==> src/ppc_pkg.sv <==
// ppc_pkg: constants shared by the port pin configuration block
// assumes an 8-bit register file reached through address/control registers
package ppc_pkg;
  // sub-register indices loaded into the port address register
  localparam logic [7:0] SUB_PULLUP   = 8'h06;  // weak pull-up enables
  localparam logic [7:0] SUB_AF_FIRST = 8'h07;  // first alt-function select
  localparam logic [7:0] SUB_AF_SECOND = 8'h08; // second alt-function select
  // direct read-only sample register addresses
  localparam logic [11:0] ADDR_PA_SAMPLE = 12'hfd2;
  localparam logic [11:0] ADDR_PB_SAMPLE = 12'hfd6;
  localparam logic [11:0] ADDR_PC_SAMPLE = 12'hfda;
  // reset values
  localparam logic [7:0] RST_PULLUP_ABC   = 8'h00;
  localparam logic [7:0] RST_PULLUP_D     = 8'h01;
  localparam logic [7:0] RST_SMALL_PORT_A = 8'h04;
  localparam logic [7:0] RST_AF_SECOND    = 8'h00;
  localparam logic [7:0] RST_AF_FIRST     = 8'h00;
  localparam logic [7:0] RST_ADDR_INDEX   = 8'h00;
  localparam logic [7:0] RST_STOP_SRC     = 8'h00;
  // port identifiers
  typedef enum logic [1:0] {PPC_PORT_A, PPC_PORT_B, PPC_PORT_C, PPC_PORT_D} ppc_port_t;
endpackage

==> src/ppc_port.sv <==
// ppc_port: per-port pin configuration sub-registers, sample register (ports A to C only),
// alternate-function steering and stop-recovery detection
// assumes an 8-bit register file strobe interface on SYS_CLK and a core stop flag
// assumes AF_ENABLE, STOP_SRC and IN_STOP come from logic on SYS_CLK
// pads are asynchronous and pass the two-flop synchroniser first
// every output is a flop, so pin-facing values lag the registers by one cycle
`timescale 1ns/1ps
`default_nettype none
module ppc_port #(
  parameter ppc_pkg::ppc_port_t PORT     = ppc_pkg::PPC_PORT_A,
  parameter bit                 SMALL_PKG = 1'b0,   // smallest package variant
  parameter logic [7:0]         BONDED    = 8'hff,  // pins bonded out
  parameter logic [11:0]        ADDR_REG  = 12'hfd0, // port address register
  parameter logic [11:0]        CTRL_REG  = 12'hfd1  // port control register
) (
  input  wire logic        SYS_CLK,
  input  wire logic        RESETN,
  input  wire logic [11:0] REG_ADDR,      // register file address
  input  wire logic        REG_WR,        // write strobe
  input  wire logic        REG_RD,        // read strobe
  input  wire logic [7:0]  REG_WDATA,     // write data
  output logic      [7:0]  REG_RDATA,     // registered read data
  output logic             REG_RHIT,      // read hit this block
  input  wire logic [7:0]  PIN_IN,        // raw pad levels
  input  wire logic [7:0]  AF_ENABLE,     // per-pin alternate-function enable
  input  wire logic [7:0]  STOP_SRC,      // per-pin stop-recovery source bits
  input  wire logic        IN_STOP,       // core is in stop mode
  output logic      [7:0]  PULLUP_EN,     // weak pull-up drive per pin
  output logic      [7:0]  AF_SEL_LO,     // gated first select bit per pin
  output logic      [7:0]  AF_SEL_HI,     // gated second select bit per pin
  output logic      [7:0]  AF_ACTIVE,     // pin under alternate function
  output logic             STOP_RECOVER   // one-cycle recovery request
);
  // reset values depend on port and package
  localparam logic [7:0] PU_RST = (SMALL_PKG && PORT == ppc_pkg::PPC_PORT_A) ?
                                  ppc_pkg::RST_SMALL_PORT_A :
                                  (PORT == ppc_pkg::PPC_PORT_D) ?
                                  ppc_pkg::RST_PULLUP_D : ppc_pkg::RST_PULLUP_ABC;
  localparam logic [7:0] AF2_RST = (SMALL_PKG && PORT == ppc_pkg::PPC_PORT_A) ?
                                   ppc_pkg::RST_SMALL_PORT_A :
                                   ppc_pkg::RST_AF_SECOND;
  localparam logic [11:0] SAMPLE_ADDR = (PORT == ppc_pkg::PPC_PORT_A) ? ppc_pkg::ADDR_PA_SAMPLE :
                                        (PORT == ppc_pkg::PPC_PORT_B) ? ppc_pkg::ADDR_PB_SAMPLE :
                                        ppc_pkg::ADDR_PC_SAMPLE;
  localparam bit HAS_SAMPLE = (PORT != ppc_pkg::PPC_PORT_D);

  // strobe qualified by an address match
  function automatic logic strobe_hit(
    input logic        strobe,  // read or write strobe
    input logic [11:0] addr,    // address on the bus
    input logic [11:0] target   // register being decoded
  );
    return strobe && (addr == target);
  endfunction

  // one-hot pick of the three sub-registers from the index
  function automatic logic [2:0] sub_select(
    input logic [7:0] index     // current index register
  );
    logic [2:0] sel;            // pull-up, first set, second set
    sel = 3'b000;
    case (index)
      ppc_pkg::SUB_PULLUP:    sel = 3'b001;
      ppc_pkg::SUB_AF_FIRST:  sel = 3'b010;
      ppc_pkg::SUB_AF_SECOND: sel = 3'b100;
      default:                sel = 3'b000; // other sub-registers elsewhere
    endcase
    return sel;
  endfunction

  logic [7:0] pin_sync;                    // synchronised pad levels
  logic [7:0] index_reg,  index_next;      // sub-register index
  logic [7:0] pullup_reg, pullup_next;     // weak pull-up enables
  logic [7:0] af1_reg,    af1_next;        // first select set
  logic [7:0] af2_reg,    af2_next;        // second select set
  logic [7:0] rdata_next;                  // read mux
  logic       rhit_next;                   // read decode hit
  logic [7:0] prev_reg;                    // previous sampled levels
  logic       recover_next;                // transition detect
  logic [2:0] sub_sel;                     // decoded sub-register pick
  logic [7:0] pu_out_next;                 // pull-up drive next
  logic [7:0] sel_lo_next;                 // gated first select next
  logic [7:0] sel_hi_next;                 // gated second select next
  logic [7:0] active_next;                 // alternate enable next

  // index decode shared by the write and read paths
  assign sub_sel = sub_select(index_reg);

  // pads pass two flops before use
  ppc_sync #(.W(8)) u_sync (
    .clk   (SYS_CLK),
    .rst_n (RESETN),
    .d     (PIN_IN),
    .q     (pin_sync)
  );

  // register write decode
  always_comb
  begin
    index_next  = index_reg;  // held until rewritten
    pullup_next = pullup_reg;
    af1_next    = af1_reg;
    af2_next    = af2_reg;
    if (strobe_hit(REG_WR, REG_ADDR, ADDR_REG))
    begin
      index_next = REG_WDATA; // new sub-register index
    end
    else if (strobe_hit(REG_WR, REG_ADDR, CTRL_REG))
    begin
      // only the sub-register picked by the index takes the data
      if (sub_sel[0])
      begin
        pullup_next = REG_WDATA;
      end
      if (sub_sel[1])
      begin
        af1_next = REG_WDATA;
      end
      if (sub_sel[2])
      begin
        af2_next = REG_WDATA;
      end
    end
  end

  // pin-facing outputs; unbonded pins never get a pull-up
  always_comb
  begin
    pu_out_next = pullup_reg & BONDED;
    sel_lo_next = af1_reg & AF_ENABLE;
    sel_hi_next = af2_reg & AF_ENABLE;
    active_next = AF_ENABLE;
  end

  // read mux; sample register ignores writes
  always_comb
  begin
    rdata_next = 8'h00;
    rhit_next  = 1'b0;
    if (REG_RD)
    begin
      if (REG_ADDR == ADDR_REG)
      begin
        rdata_next = index_reg;
        rhit_next  = 1'b1;
      end
      else if (REG_ADDR == CTRL_REG)
      begin
        rhit_next = 1'b1;
        case (sub_sel)
          3'b001:  rdata_next = pullup_reg;
          3'b010:  rdata_next = af1_reg;
          3'b100:  rdata_next = af2_reg;
          default: rdata_next = 8'h00;      // unknown index reads zero
        endcase
      end
      else if (HAS_SAMPLE && REG_ADDR == SAMPLE_ADDR)
      begin
        rdata_next = pin_sync & BONDED;
        rhit_next  = 1'b1;
      end
    end
  end

  // any change on a bonded recovery-source pin while stopped
  always_comb
  begin
    recover_next = IN_STOP && |((pin_sync ^ prev_reg) & STOP_SRC & BONDED);
  end

  // state and output registers
  always_ff @(posedge SYS_CLK or negedge RESETN)
  begin
    if (!RESETN)
    begin
      index_reg    <= ppc_pkg::RST_ADDR_INDEX;
      pullup_reg   <= PU_RST;
      af1_reg      <= ppc_pkg::RST_AF_FIRST;
      af2_reg      <= AF2_RST;
      prev_reg     <= 8'h00;
      REG_RDATA    <= 8'h00;
      REG_RHIT     <= 1'b0;
      PULLUP_EN    <= 8'h00;
      AF_SEL_LO    <= 8'h00;
      AF_SEL_HI    <= 8'h00;
      AF_ACTIVE    <= 8'h00;
      STOP_RECOVER <= 1'b0;
    end
    else
    begin
      index_reg    <= index_next;
      pullup_reg   <= pullup_next;
      af1_reg      <= af1_next;
      af2_reg      <= af2_next;
      prev_reg     <= pin_sync;
      REG_RDATA    <= rdata_next;
      REG_RHIT     <= rhit_next;
      PULLUP_EN    <= pu_out_next;
      AF_SEL_LO    <= sel_lo_next;
      AF_SEL_HI    <= sel_hi_next;
      AF_ACTIVE    <= active_next;
      STOP_RECOVER <= recover_next;
    end
  end
endmodule // ppc_port
`default_nettype wire

==> src/ppc_sync.sv <==
// ppc_sync: two-flop synchroniser for a bus of pin levels
// assumes inputs are asynchronous to clk
`timescale 1ns/1ps
`default_nettype none
module ppc_sync #(
  parameter int W = 8
) (
  input  wire logic         clk,
  input  wire logic         rst_n,
  input  wire logic [W-1:0] d,
  output logic      [W-1:0] q
);
  logic [W-1:0] meta_reg; // first stage, read only by q
  // two flops in series
  always_ff @(posedge clk or negedge rst_n)
  begin
    if (!rst_n)
    begin
      meta_reg <= '0;
      q        <= '0;
    end
    else
    begin
      meta_reg <= d;
      q        <= meta_reg;
    end
  end
endmodule // ppc_sync
`default_nettype wire
==> config.mk <==
export PLATFORM = sky130hd
export DESIGN_NAME = ppc_port
export DESIGN_NICKNAME = d
export VERILOG_FILES = /design/src/ppc_pkg.sv /design/src/ppc_port.sv /design/src/ppc_sync.sv
export SDC_FILE = /design/constraint.sdc
export NUM_CORES = 1
export LEC_CHECK = 0
export BUFFER_PORTS_ARGS = -buffer_cell sky130_fd_sc_hd__buf_2
export CAP_MARGIN = 20
export CORE_MARGIN = 2
export CORE_UTILIZATION = 50
export CTS_BUF_LIST = sky130_fd_sc_hd__clkbuf_8
export DETAILED_ROUTE_END_ITERATION = 12
export PLACE_DENSITY = 0.75
export SETUP_SLACK_MARGIN = 0.1
export SKIP_LAST_GASP = 1
export SYNTH_ARGS = -nofsm -noshare
export SYNTH_HDL_FRONTEND = slang
export SYNTH_SLANG_ARGS = --single-unit
==> constraint.sdc <==
create_clock -name SYS_CLK -period 2 [get_ports SYS_CLK]
set_input_delay 0.1 -clock SYS_CLK [delete_from_list [all_inputs] [get_ports SYS_CLK]]
set_output_delay 0.1 -clock SYS_CLK [all_outputs]
set_load 0.05 [all_outputs]
==> summary.md, run 1 <==
| Metric | Value |
|---|---|
| Routed Antenna Nets | `0` |
| Largest net degree at the start of global routing | `between 40 and 50` |
| Register bit count reported by yosys | `98` |
| Starting DRC count in detailed routing | `between 80 and 90` |
| Clock skew | `0.00873 ns` |
| Yosys warns | `0` |
| Pwr Density | `724 mW/mm2` |
| Distinct cells, synth | `31` |
| Die Span X | `around 89 um` |
| GRT Total Usage | `0.203` |
| Register area share after synthesis | `0.680` |
| FF-to-FF setup slack | `0.1 ns` |
| Synthesized area | `roughly 0.0036 mm2` |
| Multi-input logic area | `0.00113 mm2` |
| Period Utilization, post-route | `0.952` |
| Placed insts | `429` |
| PortBufs | `90` |
| CP Cell Sequence | `nor4b_4 > nor4b_4 > and4b_1 > buf_6 > mux2_2` |
| CP max stage delay | `roughly 0.41 ns` |
| Min-delay src | `REG_WDATA[0]` |
| Slew @ Worst Pin | `0.585 ns` |
| Max-slew violation count | `0` |
| Worst Reg2Reg Path Length in Cells | `5` |
| Hold Vio Cnt, Final | `0` |
| CP arrival | `~2.2 ns` |
| Reg2reg start | `index_reg[5]$_DFFE_PN0P_` |
| CTS Buffer Depth | `2` |
| Final Util | `0.678` |
| Register Area | `about 0.0025 mm2` |
| CP Launch Point | `index_reg[5]$_DFFE_PN0P_` |
| Design area | `around 0.0047 mm2` |
| Clock Sinks | `98` |
| Die ar. | `around 0.008 mm2` |
| Row count | `30` |
| Routed vias/inst | `roughly 5.1` |
| Pre-Repair DR Iteration Count | `4` |
| RSZ-0062 raised after global routing | `true` |
| Initial core utilization | `0.525` |
| Syn nets | `between 200 and 300` |
| Gate count of the mapped netlist | `approximately 240` |
| Crit path top cell by count | `nor4b_4` |
| Peak VDD IR | `~510 uV` |
| Peak fanout along the critical path | `5` |
| WHS Endpoint | `af1_reg[0]$_DFFE_PN0P_` |
| Post-synth top area cell | `dfrtp_1` |
| Total wire length | `between 7000 and 8000 um` |
| Sum Neg Setup Slack | `0 ns` |
| Slew headroom | `0.610` |
| Hold Crit Class | `in -> reg` |
| Initial antenna violation count | `0` |
| Status | `finished, final reports clean` |
| Hpwl dp | `approximately 5200 um` |
| Diode count | `0` |
| Nets | `414` |
| Clk_lat worst skew | `roughly 0.36 ns` |
| CP delay by family, top | `simple AND/OR/NAND/NOR gates` |
| Minimum clock period | `about 1.9 ns` |
| Leak | `2.42 nW` |
| Synth top area cells | `dfrtp_1 68%, mux2_2 12%, and2_1 3.0%` |
| First-pass GRT wire length | `11700 um` |
| Worst Path Required | `about 2.3 ns` |
| WHS Path Cells | `2` |
| CTS buffer count | `9` |
| Via count | `2371` |
| Worst-path clk slew | `around 0.090 ns` |
| Post-synthesis average cell area | `between 15 and 20 um2` |
| Final setup violation count | `0` |
| Buf/Inv on CP | `1` |
| Total of max-cap violations | `0` |
| Max Freq | `525 MHz` |
| H-tree levels | `3` |
| DP Area | `roughly 0.0043 mm2` |
| CTS tree | `yes` |
| Setup crit start kind | `flop` |
| Share of layout cells above drive strength 1 | `0.470` |
| Die height | `88.9 um` |
| Final cell count without fillers | `about 470` |
| Crit end category | `flop` |
| Global route total overflow | `0` |
| Core area | `about 0.0069 mm2` |
| Final hold slack | `between 0.02 and 0.025 ns` |
| Worst Setup Path Type | `reg -> reg` |
| Vias in the first global route | `around 2400` |
| Io pins | `slightly above 90` |
| CTS Root Cell | `clkbuf_8` |
| R2R Path End | `pu_out_next[1]$_DFFE_PN0P_` |
| # fillers | `approximately 480` |
| Residual DRC | `0` |
| Area Growth Syn to Fin | `29.3%` |
| Avg WL per Cell | `roughly 16 um` |
| Area share of the largest cell type after synthesis | `0.680` |
| Placer congestion estimate | `0.801` |
| CP max stage cell | `dfrtp_1` |
## cell usage after synthesis (all sizes together)
cell type	instances
nand4	2
or3b	1
clkbuf	5
a41oi	1
dfrtp	98
a21o	1
nor3	7
o22ai	1
nand2	2
and4b	2
and4	1
inv	2
o211a	1
nor4	1
nor2	9
buf	2
nor2b	7
nand3	2
a22oi	12
or3	1
and3b	1
mux2	40
xor2	8
o221a	7
and2	17
nor4b	4
## kinds of logic (layout without fill, tap and decap cells)
logic type,Yosys count,after routing,synth area share
AOI/OAI and AO/OA,23,23,0.0559
DFF,98,98,0.680
and+or+nand+nor,57,57,0.109
buffers and inverters,9,144,0.0104
muxes,40,40,0.125
xor gates and xnor gates,8,8,0.0194
## cell type report
type,count,area share
multi-input combinational,128,0.242
inverter,2,0.00161
timing repair buffer,126,0.167
sequential,98,0.526
tap,96,0.0258
clock inverter,6,0.00752
clock buffer,10,0.0295
## per-stage QoR
| stage | worst slack, ns | power, W |
|---|---|---|
| 6_report | 0.0957 | 0.00337 |
| 4_1_cts | 0.0999 | 0.00341 |
| 3_3_place_gp | 0.0641 | 0.00227 |
| 2_1_floorplan | 0.166 | 0.00215 |
| 5_1_grt | -0.00880 | 0.00351 |
| 3_5_place_dp | -0.0286 | 0.00227 |
## cells in the final DEF, fill, tap and decap left out
master	netlist	layout
a21o_1	1	1
a22oi_1	12	12
a41oi_1	1	1
and2_1	17	17
and3b_1	1	1
and4_1	1	1
and4b_1	2	2
buf_2	0	89
buf_4	1	16
buf_6	0	1
clkbuf_8	0	10
clkinv_2	0	1
clkinvlp_4	0	3
dfrtp_1	98	98
dlygate4sd3_1	0	20
inv_1	2	4
mux2_2	40	40
nand2_1	2	2
nand3_1	1	1
nand3_2	1	1
nand4_1	1	1
nand4_2	1	1
nor2_1	9	9
nor2b_1	7	7
nor3_1	7	7
nor4_1	1	1
nor4b_2	1	1
nor4b_4	2	3
o211a_1	1	1
o221a_2	7	7
o22ai_1	1	1
or3_1	1	1
or3b_4	1	1
xor2_1	8	8
## timing repair
action / 4_1_cts / 5_1_grt
resized for setup: 3 / 0
hold buffers: 20 / 0
endpoints found under the setup margin: 24 / 24
endpoints found under the hold margin: 79 / 0
pin swaps: 1 / 1
buffers inserted: 1 / 0
## how the worst max path moves through the flow
stage,end,slack (ns),depth (start not counted)
5_1_grt,pu_out_next[1]$_DFFE_PN0P_,-0.009,5
4_1_cts,pu_out_next[1]$_DFFE_PN0P_,0.1,5
3_3_place_gp,af1_reg[2]$_DFFE_PN0P_,0.06,4
3_5_place_dp,pu_out_next[2]$_DFFE_PN0P_,-0.03,5
2_1_floorplan,pu_out_next[0]$_DFFE_PN0P_,0.17,5
6_report,pu_out_next[1]$_DFFE_PN0P_,0.1,5
## routing by layer
| metal | up-vias | share of wire | global-route usage |
|---|---|---|---|
| met5 | - | 0 | 0 |
| met4 | 0 | 0.026 | 0.106 |
| met3 | 18 | 0.060 | 0.0480 |
| met2 | 87 | 0.47 | 0.311 |
| met1 | 1163 | 0.44 | 0.271 |
| li1 | 1103 | - | - |
## power breakdown
group	internal (W)	leakage (nW)	switching (W)	total [W]
Combinational	0.0000992	1.04	0.000133	0.000233
Clock	0.000474	0.0869	0.000636	0.00111
Sequential	0.00201	1.29	0.0000171	0.00203
(Power assumes the default switching activity.)
==> inputs of run 2 (changes only) <==
- GPL_TIMING_DRIVEN: unset -> 0
==> run 2 against run 1 <==
Count of clock-buffer cells in the layout unchanged. Clock skew is 0.00080 ns higher. Maximum frequency increased by 3.3%. Setup slack gained 0.060 ns. Final cell count fell by 1.7%. Register-to-register slack better by 0.06 ns. Critical path depth is the same. Non-clock buffer count shrank 7. Die area is the same. Critical path type unchanged. Largest cell class unchanged.
==> summary.md, run 2 (synthesis results as in run 1) <==
| Metric | Value |
|---|---|
| Status | `finished, final reports clean` |
| Top Layer Used | `met4` |
| Setup crit start kind | `flop` |
| Clock skew | `roughly 0.0095 ns` |
| CP max stage cell | `dfrtp_1` |
| Commonest non-fill, non-tap cell in the layout | `dfrtp_1` |
| Final setup violation count | `0` |
| Row count | `30` |
| Worst-path clk slew | `0.09 ns` |
| Minimum clock period | `1.84 ns` |
| Net Switching | `~0.00078 W` |
| Initial core utilization | `0.525` |
| Hold Vio Cnt, Final | `0` |
| CP arrival | `roughly 2.1 ns` |
| Diode count | `0` |
| Peak VDD IR | `between 400 and 500 uV` |
| Die height | `around 89 um` |
| CTS tree | `yes` |
| Slew headroom | `0.597` |
| Logic pwr share | `0.063` |
| Worst Path Required | `between 2 and 2.5 ns` |
| Peak fanout along the critical path | `8` |
| Clk pwr share | `0.375` |
| Worst Setup Path Type | `reg -> reg` |
| Max Freq | `~540 MHz` |
| Final Util | `0.681` |
| Core area | `0.00687 mm2` |
| Final hold slack | `approximately 0.023 ns` |
| DP Area | `0.00420 mm2` |
| Share of layout cells above drive strength 1 | `0.456` |
| CP Cell Sequence | `nor4b_4 > nor4b_4 > buf_4 > nand4_4 > mux2_4` |
| Die Span X | `88.9 um` |
| CTS buffer count | `9` |
| H-tree levels | `3` |
| Max-slew violation count | `0` |
| Most frequent cells in the layout | `98 x dfrtp_1, 89 x buf_2, 39 x mux2_2, 18 x dlygate4sd3_1, 17 x and2_1` |
| Period Utilization, post-route | `0.922` |
| Residual DRC | `0` |
| Routed vias/inst | `about 5.0` |
| RSZ-0062 raised after global routing | `false` |
| Pre-Repair DR Iteration Count | `4` |
| GRT Total Usage | `0.188` |
| Design Power | `around 0.0036 W` |
| Slew @ Worst Pin | `0.603 ns` |
| Detail Route met2 WL | `3440 um` |
| Clock Sinks | `slightly below 100` |
| Pwr Density | `approximately 770 mW/mm2` |
| Initial antenna violation count | `0` |
| Starting DRC count in detailed routing | `about 140` |
| Internal power | `between 0.002 and 0.003 W` |
| Total wire length | `between 6000 and 7000 um` |
| Avg WL per Cell | `around 15 um` |
| CTS Buffer Depth | `2` |
| Placer congestion estimate | `roughly 0.79` |
| Io pins | `a little over 90` |
| Die ar. | `just under 0.008 mm2` |
| Total of max-cap violations | `0` |
| Sequential power share | `0.562` |
| Placed insts | `roughly 420` |
| Crit path top cell by count | `nor4b_4` |
| Final cell count without fillers | `458` |
| Vias in the first global route | `~2200` |
| Crit end category | `flop` |
| Design area | `between 0.004 and 0.005 mm2` |
| M1 wire length | `3080 um` |
| Clk_lat worst skew | `~0.35 ns` |
| PortBufs | `between 80 and 90` |
| Hold Crit Class | `in -> reg` |
| First-pass GRT wire length | `around 11000 um` |
| CP max stage delay | `0.42 ns` |
| Routed Antenna Nets | `0` |
| Leak | `~2.4 nW` |
| Hpwl dp | `~4700 um` |
| Routed wl met3 | `around 370 um` |
| Nets | `~400` |
| Global route total overflow | `0` |
| Area Growth Syn to Fin | `29.8%` |
| Sw Share | `0.214` |
| CTS Root Cell | `clkbuf_8` |
| Largest net degree at the start of global routing | `between 50 and 60` |
| Via count | `2300` |
## run 2: layout make-up
| type | count | area, um2 |
|---|---|---|
| buffer | 7 | 36.3 |
| clock buffer | 10 | 138 |
| clock inverter | 5 | 80.1 |
| fill | 479 | 2190 |
| inverter | 2 | 7.51 |
| multi-input combinational | 128 | 1160 |
| sequential | 98 | 2450 |
| tap | 96 | 120 |
| timing repair buffer | 112 | 686 |
## run 2: power by group through the flow
| stage | registers (W) | logic [W] | clock network (W) |
|---|---|---|---|
| 3_3_place_gp | 0.00207 | 0.000188 | 0 |
| 6_report | 0.00203 | 0.000229 | 0.00136 |
| 4_1_cts | 0.00203 | 0.000230 | 0.00138 |
| 3_5_place_dp | 0.00207 | 0.000199 | 0 |
| 5_1_grt | 0.00204 | 0.000252 | 0.00147 |
| 2_1_floorplan | 0.00210 | 0.0000428 | 0 |
## run 2: worst max-delay path: cells and delay by family (launching register included)
kind | cells | cell delay (ns)
and+or+nand+nor | 3 | 0.77
muxes | 1 | 0.36
buffers and inverters | 1 | 0.18
DFF | 1 | 0.42
## run 2: worst paths after layout
check	slack (ns)	end	cells after the start	from
min reg2reg	0.35	u_sync.q[4]$_DFF_PN0_	0	u_sync.meta_reg[4]$_DFF_PN0_
max in group asynchronous	1.06	u_sync.q[0]$_DFF_PN0_	3	RESETN
max reg2reg	0.16	af1_reg[6]$_DFFE_PN0P_	5	index_reg[5]$_DFFE_PN0P_
min in group asynchronous	0.30	PULLUP_EN[3]$_DFF_PN0_	2	RESETN
min	0.02	af1_reg[6]$_DFFE_PN0P_	2	REG_WDATA[6]
max	0.16	af1_reg[6]$_DFFE_PN0P_	5	index_reg[5]$_DFFE_PN0P_
## run 2: through the flow
stage | setup TNS, ns | worst slack, ns
2_1_floorplan | 0 | 0.166
3_3_place_gp | -5.66 | -0.260
3_5_place_dp | -4.41 | -0.326
4_1_cts | 0 | 0.131
5_1_grt | 0 | 0.0963
6_report | 0 | 0.156
## run 2: metal layers
layer | global-route usage | vias to the layer above
met5 | 0 | -
met4 | 0.0744 | 0
met3 | 0.0508 | 9
met2 | 0.299 | 74
met1 | 0.248 | 1126
li1 | - | 1091
## run 2: what timing repair did
item,in CTS,in global routing
cloned,0,0
hold buffers,18,0
endpoints found under the hold margin,79,0
pin swaps,1,0
resized for setup,6,4
endpoints found under the setup margin,32,25
setup buffers,2,2
